==> config.mk <==
export PLATFORM = sky130hd
export DESIGN_NAME = srp_serial_register_port
export DESIGN_NICKNAME = d
export VERILOG_FILES = /design/src/core/srp_pkg.sv /design/src/core/srp_serial_register_port.sv
export VERILOG_INCLUDE_DIRS = /design/src /design/src/core
export SDC_FILE = /design/constraint.sdc
export NUM_CORES = 1
export LEC_CHECK = 0
export ABC_AREA = 1
export CORE_MARGIN = 5
export CORE_UTILIZATION = 64
export DETAILED_ROUTE_END_ITERATION = 6
export DONT_BUFFER_PORTS = 1
export GPL_ROUTABILITY_DRIVEN = 0
export GPL_TIMING_DRIVEN = 1
export HOLD_SLACK_MARGIN = 0.02
export PLACE_DENSITY = 0.83
export SLEW_MARGIN = 20
export SYNTH_ARGS = -nofsm -noshare
export SYNTH_HDL_FRONTEND = slang
export SYNTH_SLANG_ARGS = --single-unit
==> constraint.sdc <==
create_clock -name clk_sys -period 3.2 [get_ports clk_sys]
set_input_delay 0.16 -clock clk_sys [delete_from_list [all_inputs] [get_ports clk_sys]]
set_output_delay 0.16 -clock clk_sys [all_outputs]
set_load 0.01 [all_outputs]
==> src/core/srp_consts.svh <==
// constants of the serial register port: map, reset values, field positions
`ifndef SRP_CONSTS_SVH
`define SRP_CONSTS_SVH

// ----------------------------------------------------------------------
// register map
// ----------------------------------------------------------------------
`define SRP_REG_COUNT 23
`define SRP_LAST_ADDR 7'h16
`define SRP_STATUS_ADDR 7'h00
`define SRP_ROM_ADDR 7'h16
`define SRP_STATUS_W 6

// ----------------------------------------------------------------------
// command byte layout
// ----------------------------------------------------------------------
`define SRP_CMD_RW_BIT 0
`define SRP_CMD_ADDR_MSB 7
`define SRP_CMD_ADDR_LSB 1
`define SRP_BYTE_LAST_BIT 3'h7

// ----------------------------------------------------------------------
// reset values of the read-write registers
// ----------------------------------------------------------------------
`define SRP_RST_01 8'h04
`define SRP_RST_02 8'h3b
`define SRP_RST_03 8'h08
`define SRP_RST_04 8'h00
`define SRP_RST_05 8'h9b
`define SRP_RST_06 8'he4
`define SRP_RST_07 8'h00
`define SRP_RST_08 8'h01
`define SRP_RST_09 8'h00
`define SRP_RST_0A 8'h32
`define SRP_RST_0B 8'h41
`define SRP_RST_0C 8'h80
`define SRP_RST_0D 8'h02
`define SRP_RST_0E 8'h80
`define SRP_RST_0F 8'h04
`define SRP_RST_10 8'h80
`define SRP_RST_11 8'h08
`define SRP_RST_12 8'h80
`define SRP_RST_13 8'h10
`define SRP_RST_14 8'h00
`define SRP_RST_15 8'ha0

`endif

==> src/core/srp_pkg.sv <==
// types shared by the serial register port and its users
package srp_pkg;

    // one register write handed on to the chip core
    typedef struct packed {
        logic [6:0] addr;
        logic [7:0] data;
    } srp_wr_t;

    // phase of the current burst
    typedef enum logic [1:0] {
        SRP_CMD,
        SRP_WRITE,
        SRP_READ
    } srp_phase_t;

endpackage : srp_pkg

==> src/core/srp_serial_register_port.sv <==
// four-wire serial register port with 23 byte registers and write stream
//
// Behaviour
// - the port acts only while the chip select pin is held low.
// - input bits are taken on serial clock rising edges, msb first.
// - a rising chip select ends the transfer and clears the burst state.
// - data out is released while chip select is high or no read runs.
// - there are 23 byte registers at addresses zero upward.
// - the command byte is a 7-bit address above a read (1) or write (0) bit.
// - each byte after the command byte is register data for the pointer.
// - during a write the pointer advances after each data byte, stored or not.
// - the pointer wraps from the last address, 22, back to zero.
// - a read command enables the output and streams registers upward.
// - during a read all input bits after the command byte are ignored.
// - address zero is a read-only status byte showing live flags.
`timescale 1ns/1ps
`include "srp_consts.svh"

module srp_serial_register_port #(
    parameter int REG_COUNT = `SRP_REG_COUNT,
    // identification byte; value is arbitrary
    parameter logic [7:0] ROM_VALUE = 8'h5a
) (
    input wire logic clk_sys,
    input wire logic resetn,
    input wire logic csN,
    input wire logic sclk,
    input wire logic sdi,
    input wire logic [`SRP_STATUS_W-1:0] statusIn,
    output logic sdo,
    output logic sdoOe,
    output logic cfgValid,
    input wire logic cfgReady,
    output srp_pkg::srp_wr_t cfgWord,
    output logic [REG_COUNT-1:0][7:0] cfgRegs,
    output logic overrun
);

    // ------------------------------------------------------------------
    // declarations
    // ------------------------------------------------------------------
    logic [1:0] csSync_r;
    logic [2:0] sclkSync_r;
    logic [1:0] sdiSync_r;
    logic [`SRP_STATUS_W-1:0] statS1_r;
    logic [`SRP_STATUS_W-1:0] statS2_r;
    logic active;
    logic sclkRise;
    logic sclkFall;
    logic sdiBit;
    srp_pkg::srp_phase_t phase_r;
    logic [2:0] bitCnt_r;
    logic [6:0] rxShift_r;
    logic [7:0] rxByte;
    logic byteDone;
    logic [6:0] ptr_r;
    logic [7:0] txShift_r;
    logic sdo_r;
    logic wrHit;
    logic [REG_COUNT-1:0][7:0] regs_r;
    srp_pkg::srp_wr_t fifoMem_r [2];
    logic wrIdx_r;
    logic rdIdx_r;
    logic [1:0] fifoCnt_r;
    logic fifoFull;
    logic push;
    logic pop;
    logic overrun_r;

    // ------------------------------------------------------------------
    // functions
    // ------------------------------------------------------------------

    // next pointer value, wrapping after the last address
    function automatic logic [6:0] nextAddr(input logic [6:0] p);
        logic [6:0] n;
        n = (p >= `SRP_LAST_ADDR) ? 7'h00 : p + 7'h01;
        return n;
    endfunction : nextAddr

    // only addresses between the status byte and the id byte store data
    function automatic logic writable(input logic [6:0] p);
        logic ok;
        ok = (p != `SRP_STATUS_ADDR) && (p != `SRP_ROM_ADDR)
            && (32'(p) < REG_COUNT);
        return ok;
    endfunction : writable

    // read value of one address; status is live, unmapped reads as zero
    function automatic logic [7:0] regRead(input logic [6:0] p);
        logic [7:0] v;
        v = 8'h00;
        if (p == `SRP_STATUS_ADDR) begin
            v = {2'h0, statS2_r};
        end else if (p == `SRP_ROM_ADDR) begin
            v = ROM_VALUE;
        end else if (32'(p) < REG_COUNT) begin
            v = regs_r[p[4:0]];
        end
        return v;
    endfunction : regRead

    // reset contents of each register slot
    function automatic logic [7:0] resetValue(input int idx);
        logic [7:0] v;
        v = 8'h00;
        case (idx)
            1: v = `SRP_RST_01;
            2: v = `SRP_RST_02;
            3: v = `SRP_RST_03;
            4: v = `SRP_RST_04;
            5: v = `SRP_RST_05;
            6: v = `SRP_RST_06;
            7: v = `SRP_RST_07;
            8: v = `SRP_RST_08;
            9: v = `SRP_RST_09;
            10: v = `SRP_RST_0A;
            11: v = `SRP_RST_0B;
            12: v = `SRP_RST_0C;
            13: v = `SRP_RST_0D;
            14: v = `SRP_RST_0E;
            15: v = `SRP_RST_0F;
            16: v = `SRP_RST_10;
            17: v = `SRP_RST_11;
            18: v = `SRP_RST_12;
            19: v = `SRP_RST_13;
            20: v = `SRP_RST_14;
            21: v = `SRP_RST_15;
            default: v = 8'h00;
        endcase
        return v;
    endfunction : resetValue

    // ------------------------------------------------------------------
    // pin synchronisers
    // ------------------------------------------------------------------

    // all pins are asynchronous to clk_sys; stage 0 feeds stage 1 only
    always_ff @(posedge clk_sys or negedge resetn) begin
        if (!resetn) begin
            csSync_r <= 2'h3;
            sclkSync_r <= 3'h0;
            sdiSync_r <= 2'h0;
        end else begin
            csSync_r <= {csSync_r[0], csN};
            sclkSync_r <= {sclkSync_r[1:0], sclk};
            sdiSync_r <= {sdiSync_r[0], sdi};
        end
    end

    // status flags come from other logic in the chip, possibly async
    always_ff @(posedge clk_sys or negedge resetn) begin
        if (!resetn) begin
            statS1_r <= '0;
            statS2_r <= '0;
        end else begin
            statS1_r <= statusIn;
            statS2_r <= statS1_r;
        end
    end

    // edge detection works on stages 1 and 2, never on stage 0
    assign active = ~csSync_r[1];
    assign sclkRise = sclkSync_r[1] & ~sclkSync_r[2] & active;
    assign sclkFall = ~sclkSync_r[1] & sclkSync_r[2] & active;
    assign sdiBit = sdiSync_r[1];

    // ------------------------------------------------------------------
    // byte assembly
    // ------------------------------------------------------------------
    assign rxByte = {rxShift_r, sdiBit};
    assign byteDone = sclkRise && (bitCnt_r == `SRP_BYTE_LAST_BIT);

    // ------------------------------------------------------------------
    // burst sequencing: phase, bit count, pointer and shifters
    // ------------------------------------------------------------------

    // a high chip select resets phase, bit count and sdo, so a cut-off burst is harmless
    always_ff @(posedge clk_sys or negedge resetn) begin
        if (!resetn) begin
            phase_r <= srp_pkg::SRP_CMD;
            bitCnt_r <= 3'h0;
            rxShift_r <= 7'h00;
            ptr_r <= 7'h00;
            txShift_r <= 8'h00;
            sdo_r <= 1'b0;
        end else if (!active) begin
            phase_r <= srp_pkg::SRP_CMD;
            bitCnt_r <= 3'h0;
            sdo_r <= 1'b0;
        end else begin
            unique case (phase_r)
                srp_pkg::SRP_CMD: begin
                    if (sclkRise) begin
                        rxShift_r <= rxByte[6:0];
                        bitCnt_r <= bitCnt_r + 3'h1;
                    end
                    // command byte: address above, direction in bit 0
                    if (byteDone) begin
                        ptr_r <= rxByte[`SRP_CMD_ADDR_MSB:
                            `SRP_CMD_ADDR_LSB];
                        if (rxByte[`SRP_CMD_RW_BIT]) begin
                            phase_r <= srp_pkg::SRP_READ;
                            txShift_r <= regRead(rxByte[
                                `SRP_CMD_ADDR_MSB:`SRP_CMD_ADDR_LSB]);
                        end else begin
                            phase_r <= srp_pkg::SRP_WRITE;
                        end
                    end
                end
                srp_pkg::SRP_WRITE: begin
                    if (sclkRise) begin
                        rxShift_r <= rxByte[6:0];
                        bitCnt_r <= bitCnt_r + 3'h1;
                    end
                    // pointer moves even when the byte was dropped
                    if (byteDone) begin
                        ptr_r <= nextAddr(ptr_r);
                    end
                end
                srp_pkg::SRP_READ: begin
                    // input is ignored; falling edges drive the output
                    if (sclkFall) begin
                        sdo_r <= txShift_r[7];
                        bitCnt_r <= bitCnt_r + 3'h1;
                        if (bitCnt_r == `SRP_BYTE_LAST_BIT) begin
                            ptr_r <= nextAddr(ptr_r);
                            txShift_r <= regRead(nextAddr(ptr_r));
                        end else begin
                            txShift_r <= {txShift_r[6:0], 1'b0};
                        end
                    end
                end
            endcase
        end
    end

    // output driven only inside an active read burst
    assign sdoOe = active && (phase_r == srp_pkg::SRP_READ);
    assign sdo = sdo_r;

    // ------------------------------------------------------------------
    // register array
    // ------------------------------------------------------------------
    assign wrHit = byteDone && (phase_r == srp_pkg::SRP_WRITE)
        && writable(ptr_r);

    // the array is written at once, so a slow consumer never costs data
    always_ff @(posedge clk_sys or negedge resetn) begin
        if (!resetn) begin
            for (int i = 0; i < REG_COUNT; i++) begin
                regs_r[i] <= resetValue(i);
            end
        end else if (wrHit) begin
            regs_r[ptr_r[4:0]] <= rxByte;
        end
    end

    assign cfgRegs = regs_r;

    // ------------------------------------------------------------------
    // two-entry write stream buffer
    // ------------------------------------------------------------------
    assign fifoFull = (fifoCnt_r == 2'h2);
    assign push = wrHit && !fifoFull;
    assign pop = cfgValid && cfgReady;
    assign cfgValid = (fifoCnt_r != 2'h0);
    assign cfgWord = fifoMem_r[rdIdx_r];

    // storage; a byte takes 64 clocks at most rates, so two slots ride out
    // short consumer stalls
    always_ff @(posedge clk_sys or negedge resetn) begin
        if (!resetn) begin
            fifoMem_r[0] <= '0;
            fifoMem_r[1] <= '0;
        end else if (push) begin
            fifoMem_r[wrIdx_r] <= '{addr: ptr_r, data: rxByte};
        end
    end

    // pointers and fill level
    always_ff @(posedge clk_sys or negedge resetn) begin
        if (!resetn) begin
            wrIdx_r <= 1'b0;
            rdIdx_r <= 1'b0;
            fifoCnt_r <= 2'h0;
        end else begin
            if (push) begin
                wrIdx_r <= ~wrIdx_r;
            end
            if (pop) begin
                rdIdx_r <= ~rdIdx_r;
            end
            if (push && !pop) begin
                fifoCnt_r <= fifoCnt_r + 2'h1;
            end else if (pop && !push) begin
                fifoCnt_r <= fifoCnt_r - 2'h1;
            end
        end
    end

    // sticky flag: a notification was lost though the register took it
    always_ff @(posedge clk_sys or negedge resetn) begin
        if (!resetn) begin
            overrun_r <= 1'b0;
        end else if (wrHit && fifoFull) begin
            overrun_r <= 1'b1;
        end
    end

    assign overrun = overrun_r;

endmodule : srp_serial_register_port

### Yosys cells after proc, flatten, opt, wreduce, memory -nomap -nowiden

Cells that the tools add are included.

| operators by class | value |
|---|---|
| $add $sub $neg | 4 |
| $lt $le $gt $ge | 11 |
| eq/ne operators | 14 |
| mux-type cells | 43 |
| bitwise logic cells | 11 |
| reductions and logical operators | 34 |

Operators with widths:

| kind | count |
|---|---|
| 184-bit bitwise mux | 1 |
| 8-bit 2-to-1 mux | 13 |
| 8-bit binary-select mux with 5-bit select | 2 |
| 15-bit 2-to-1 mux | 4 |
| 8-bit demux with 5-bit select | 1 |
| 7-bit 2-to-1 mux | 5 |
| 30-bit bitwise mux | 1 |
| 7-bit by 5-bit less-than comparator with 1-bit output (second input constant) | 3 |
| 7-bit one-hot mux with 3 select lines | 1 |
| 5-bit by 6-bit less-than comparator with 1-bit output (second input constant) | 3 |
| 8-bit one-hot mux with 2 select lines | 1 |
| 15-bit demux with 1-bit select | 1 |
| 7-bit by 5-bit equality test with 1-bit output (second input constant) | 2 |
| 7-bit zero test | 2 |
| 2-bit nonzero test | 7 |
| 1-bit logical AND | 13 |
| 2-bit 2-to-1 mux | 6 |
| 2-bit inequality test (second input constant) | 5 |
| 5-bit AND reduction | 2 |
| 3-bit 2-to-1 mux | 3 |
| 7-bit by 1-bit adder with 7-bit output (second input constant) | 1 |
| 7-bit by 5-bit greater-or-equal comparator with 1-bit output (second input constant) | 1 |
| 7-bit by 5-bit inequality test with 1-bit output (second input constant) | 1 |
| 7-bit nonzero test | 1 |
| other kinds (21) | 37 |

| word-level totals | value |
|---|---|
| bits in registers | 266 |
| input bits | 12 |
| output and inout port bits | 203 |
| word-level logic and storage cells | 159 |

### Depth between registers and ports, before layout

| logic depth | value |
|---|---|
| word-level depth | 11 |
| depth in mapped cells | 21 |
| depth with buffers taken out | 19 |

### Worst setup path before layout

OpenSTA, ideal clock, no wires.

| timing | value |
|---|---|
| path type | reg-to-reg |
| start point | register ptr_r[0] |
| end point | register txShift_r[6] |
| library setup time | 0.122 ns |
| arrival | 2.328 ns |
| data required time | 3.078 ns |
| slack | 0.750 ns |
| stages on the path, launching flop included | 22 |
| buffers on the path | 2 |
| clock period less this slack | 2.450 ns |
| cell sequence | dfrtp_1 > inv_1 > clkbuf_1 > ha_1 > nand2_1 > inv_1 > nand3_4 > nand2_1 > nor2_2 > o21ai_2 > buf_2 > nand3_1 > nand2_1 > nand2_1 > nand2_1 > inv_1 > nand2_1 > nand2_1 > nand2_1 > nand2_1 > nand2_1 > a21oi_1 |

| on the way | value |
|---|---|
| longest elaborated chain between the ends | 10 |
| elaborated cells between the ends (all ways) | 14 |
| those cells by class | add/sub: 1; order compare: 2; eq/ne: 1; mux: 9; reduce/logical: 1 |

Ends and longest elaborated chain:

| element | line | text |
|---|---|---|
| from (decl) | srp_serial_register_port.sv:56 | `logic [6:0] ptr_r;` |
| from (signal assigned) | srp_serial_register_port.sv:200 | `` ptr_r <= rxByte[`SRP_CMD_ADDR_MSB: `` |
| from (signal assigned) | srp_serial_register_port.sv:218 | `ptr_r <= nextAddr(ptr_r);` |
| from (signal assigned) | srp_serial_register_port.sv:227 | `ptr_r <= nextAddr(ptr_r);` |
| 7-bit by 1-bit adder with 7-bit output / 7-bit by 5-bit greater-or-equal comparator with 1-bit output (equally long branches) | n/a |  |
| 7-bit 2-to-1 mux (*) | srp_serial_register_port.sv:77 | `` n = (p >= `SRP_LAST_ADDR) ? 7'h00 : p + 7'h01; `` |
| 8-bit binary-select mux with 5-bit select | srp_serial_register_port.sv:98 | `v = regs_r[p[4:0]];` |
| 8-bit 2-to-1 mux (not written as such) | srp_serial_register_port.sv:98 |  |
| 8-bit 2-to-1 mux | srp_serial_register_port.sv:97 | `end else if (32'(p) < REG_COUNT) begin` |
| 8-bit 2-to-1 mux | srp_serial_register_port.sv:95 | `` end else if (p == `SRP_ROM_ADDR) begin `` |
| 8-bit 2-to-1 mux (*) | srp_serial_register_port.sv:93 | `` if (p == `SRP_STATUS_ADDR) begin `` |
| 8-bit 2-to-1 mux (*) | srp_serial_register_port.sv:226 | `` if (bitCnt_r == `SRP_BYTE_LAST_BIT) begin `` |
| 8-bit 2-to-1 mux (*) | srp_serial_register_port.sv:223 | `if (sclkFall) begin` |
| 8-bit one-hot mux with 2 select lines (*) | srp_serial_register_port.sv:192 | `unique case (phase_r)` |
| to (signal assigned) | srp_serial_register_port.sv:204 | `txShift_r <= regRead(rxByte[` |
| to (signal assigned) | srp_serial_register_port.sv:228 | `txShift_r <= regRead(nextAddr(ptr_r));` |
| to (signal assigned) | srp_serial_register_port.sv:230 | `txShift_r <= {txShift_r[6:0], 1'b0};` |
| to (decl) | srp_serial_register_port.sv:57 | `logic [7:0] txShift_r;` |

Every way passes the cells marked *; elsewhere a longest branch is shown, timed or not. The select of a mux whose other input is x is not followed.
A chain may end at the register's enable or synchronous reset.

### Final worst setup path

| timing | value |
|---|---|
| start point | register bitCnt_r[0] |
| end point | register regs_r (netlist bit cfgRegs[11]) |

| on the way | value |
|---|---|
| longest elaborated chain between the ends | 4 |

Ends and longest elaborated chain:

| element | line | text |
|---|---|---|
| from (decl) | srp_serial_register_port.sv:52 | `logic [2:0] bitCnt_r;` |
| from (signal assigned) | srp_serial_register_port.sv:196 | `bitCnt_r <= bitCnt_r + 3'h1;` |
| from (signal assigned) | srp_serial_register_port.sv:214 | `bitCnt_r <= bitCnt_r + 3'h1;` |
| from (signal assigned) | srp_serial_register_port.sv:225 | `bitCnt_r <= bitCnt_r + 3'h1;` |
| 3-bit equality test (no line) | n/a |  |
| 1-bit logical AND | srp_serial_register_port.sv:172 | `` assign byteDone = sclkRise && (bitCnt_r == `SRP_BYTE_LAST_BIT); `` |
| 1-bit logical AND | srp_serial_register_port.sv:245 | `assign wrHit = byteDone && (phase_r == srp_pkg::SRP_WRITE)` |
| 1-bit logical AND | srp_serial_register_port.sv:246 | `&& writable(ptr_r);` |
| to (signal, indexed assignment) | srp_serial_register_port.sv:252 | `regs_r[i] <= resetValue(i);` |
| to (signal, indexed assignment) | srp_serial_register_port.sv:255 | `regs_r[ptr_r[4:0]] <= rxByte;` |
| to (decl) | srp_serial_register_port.sv:60 | `logic [REG_COUNT-1:0][7:0] regs_r;` |

No other way between the ends.

==> summary.md <==
| Metric | Value |
|---|---|
| Status | `complete, but fails checks` |
| Failing checks | `design-rule violations, negative hold slack` |
| Total global routing overflow | `0` |
| Synth area leaders | `dfrtp_1 (42%), nand2_1 (16%), o21ai_0 (10%), dfstp_2 (6.4%), inv_1 (3.4%)` |
| Antenna violations before repair | `0` |
| IO Port Bufs | `0` |
| Max Clock Freq | `~330 MHz` |
| Post-synth EDFFs | `0` |
| Worst skew pair latency | `about 0.54 ns` |
| Pwr Density | `approximately 530 nW/µm²` |
| Vias/cell | `roughly 6.4` |
| Final Hold Vio Count | `about 270` |
| Worst path required time | `around 3.6 ns` |
| Syn_area_per_cell | `between 7 and 8 µm²` |
| DP Cell Count | `approximately 2,000` |
| Critical path capture point type | `register` |
| Top post-synthesis cells by count | `nand2_1 (605), o21ai_0 (281), dfrtp_1 (232)` |
| Largest net degree at the start of global routing | `roughly 270` |
| TritonCTS Sinks | `266` |
| Synth cell types | `46` |
| CP Class | `register to register` |
| Overall Power | `7.90 mW` |
| Antenna cells | `0` |
| Synth area leader | `dfrtp_1` |
| Final core utilization | `70.4%` |
| CTS buffer count | `27` |
| DP HPWL | `between 30,000 and 40,000 µm` |
| Vias in the first global route | `~13,000` |
| DRC | `1` |
| Worst Tran Pin Value | `between 1 and 1.5 ns` |
| Final Setup Violations | `0` |
| Max VDD drop | `0.497 mV` |
| First DRT Iteration DRCs | `~2,000` |
| Share of cells above drive strength 1 | `about 8.9%` |
| Max-cap violations | `0` |
| Yosys reg bits | `about 270` |
| Synth async-reset ratio | `100%` |
| WL/cell | `between 20 and 25 µm` |
| Fin Hold WS | `-0.676 ns` |
| Top-count cell post-synth | `nand2_1` |
| Syn Inst Count | `roughly 1,800` |
| Ys flop type | `dfrtp_1` |
| Seq/Total Area, Yosys | `between 40% and 50%` |
| Maximum clock path buffer count | `3` |
| Final Skew | `approximately 0.016 ns` |
| Row cnt | `53` |
| Chip Height | `~160 µm` |
| First-pass GRT wire length | `just over 70,000 µm` |
| Relative slew slack | `between 20 and 25%` |
| CTS tree | `built` |
| Via count | `13,222` |
| RSZ-0062 raised after global routing | `true` |
| Post-CTS Hold Buffers | `10` |
| Final Non-Filler Cells | `between 2,000 and 2,500` |
| Fin crit share | `95.2%` |
| Area growth syn-to-layout | `7.35%` |
| Synth Warn # | `0` |
| CTS Root Buffer Type | `clkbuf_16` |
| Startpoint types | `register` |
| Final min period | `around 3 ns` |
| Routed Antenna Nets | `0` |
| Clock Pin Slew Worst Setup and Hold Paths | `0.06 ns` |
| Netlist Area Pre-Place | `13,900 µm²` |
| Nets | `1,783` |
| Leakage | `around 6.6 nW` |
| Area share of the largest cell type after synthesis | `a little over two fifths` |
| Final WL | `45,400 µm` |
| Worst Hold Class | `primary input to asynchronous set/reset pin` |
| Crit-path max FO | `16` |
| GRT Util Overall | `between 30% and 40%` |
| Arrival time at the worst endpoint | `around 3.4 ns` |
| Starting density of the core | `between 60% and 70%` |
| Syn nets | `between 1,500 and 2,000` |
| I/O pin count | `around 220` |
| TritonRoute pass-1 iters | `7` |
| H-tree levels | `1` |
| DIE WIDTH | `between 150 and 200 µm` |
| Final setup TNS | `0 ns` |
| Die area | `24,700 µm²` |
| Slew Viols, Final | `0` |
| Core Region | `21,200 µm²` |
## kinds of logic (layout without fill, tap and decap cells)
family	Yosys count	count (layout)	synth area share, %
compound gates	468	468	18.9
mux	3	3	0.216
buf+inv	265	226	7.68
simple gates	805	805	23.8
flops	266	266	48.3
fa+ha+maj	10	10	0.902
xor+xnor	3	3	0.189
## per-stage QoR
step | cell area [µm²] | setup slack [ns]
5_1_grt | 14900 | -0.149
6_report | 14900 | 0.154
3_5_place_dp | 13900 | 0.289
2_1_floorplan | 13900 | 0.750
3_3_place_gp | 13900 | 0.399
4_1_cts | 14900 | 0.268
## layout by cell type (no fill, tap or decap), types with 7 or more instances in the layout
master and n:
clkinv_2 7, nor2_2 10, inv_1 127, clkbuf_16 27, dlygate4sd3_1 10, a21oi_1 64, o2111ai_1 16, dfrtp_1 231
o211ai_1 46, o21ai_0 281, nor2_1 72, clkbuf_1 7, ha_1 10, inv_2 9, o21ai_1 21, nand2_1 591
buf_4 26, dfstp_2 34, nand2_2 18, nand3_1 91, a22oi_1 18
## layout make-up
class                   count  area [µm²]
fillers                  1651        6260
well taps                 275         344
inverters                 140         528
repair buffers             37         315
multi-input cells        1289        6140
clock inverters            12         119
clock buffers              37         743
flip-flops and latches    266        6700
## where the power goes
group | leakage (nW) | total [mW] | switching [mW] | internal (mW)
clock network | 0.423 | 3.12 | 1.33 | 1.79
logic | 2.61 | 1.27 | 0.938 | 0.327
registers | 3.54 | 3.52 | 0.0894 | 3.43
## flip-flops by register name, summed over array words and instances (netlist names), 2 cells and up
name        count
bitCnt_r        3
cfgRegs       184
csSync_r        2
fifoCnt_r       2
fifoMem_r      30
phase_r         2
ptr_r           7
rxShift_r       7
sclkSync_r      3
sdiSync_r       2
statS1_r        6
statS2_r        6
txShift_r       8
## final timing paths
check	startpoint	to	slack [ns]	depth (start not counted)
min in group clk_sys	csN	csSync_r[0]	0.17	1
worst min-delay path	resetn	fifoMem_r[28]	-0.68	0
worst max-delay path	bitCnt_r[0]	cfgRegs[11]	0.15	11
max in group asynchronous	resetn	cfgRegs[84]	3.41	0
worst max register to register	bitCnt_r[0]	cfgRegs[11]	0.15	11
worst min register to register	statS1_r[1]	statS2_r[1]	0.35	0
## repair_timing
item | 4_1_cts | 5_1_grt
setup endpoints to repair | 0 | 129
buffers inserted | 0 | 0
endpoints found under the hold margin | 277 | 266
resized for setup | 0 | 15
## worst max-delay path, stage by stage, from the launching register on
cell,delay (ns)
dfrtp_1,0.37
ha_1,0.16
ha_1,0.37
nand2_1,0.11
nor2_1,0.15
nand2_1,0.14
a31oi_1,0.20
nand2_2,0.15
nor2_2,0.45
nand2_1,0.48
nand2_1,0.18
o21ai_0,0.12
## per-layer routing
metal  track usage [%]  share of wire (%)  up-vias
li1                  -                  -     5879
met1              49.1                 36     6014
met2              53.3                 42     1095
met3              11.7                 15      234
met4              18.1                6.5        0
met5             0.397                  0        -
Note: power is estimated with default switching activity, not from simulation.
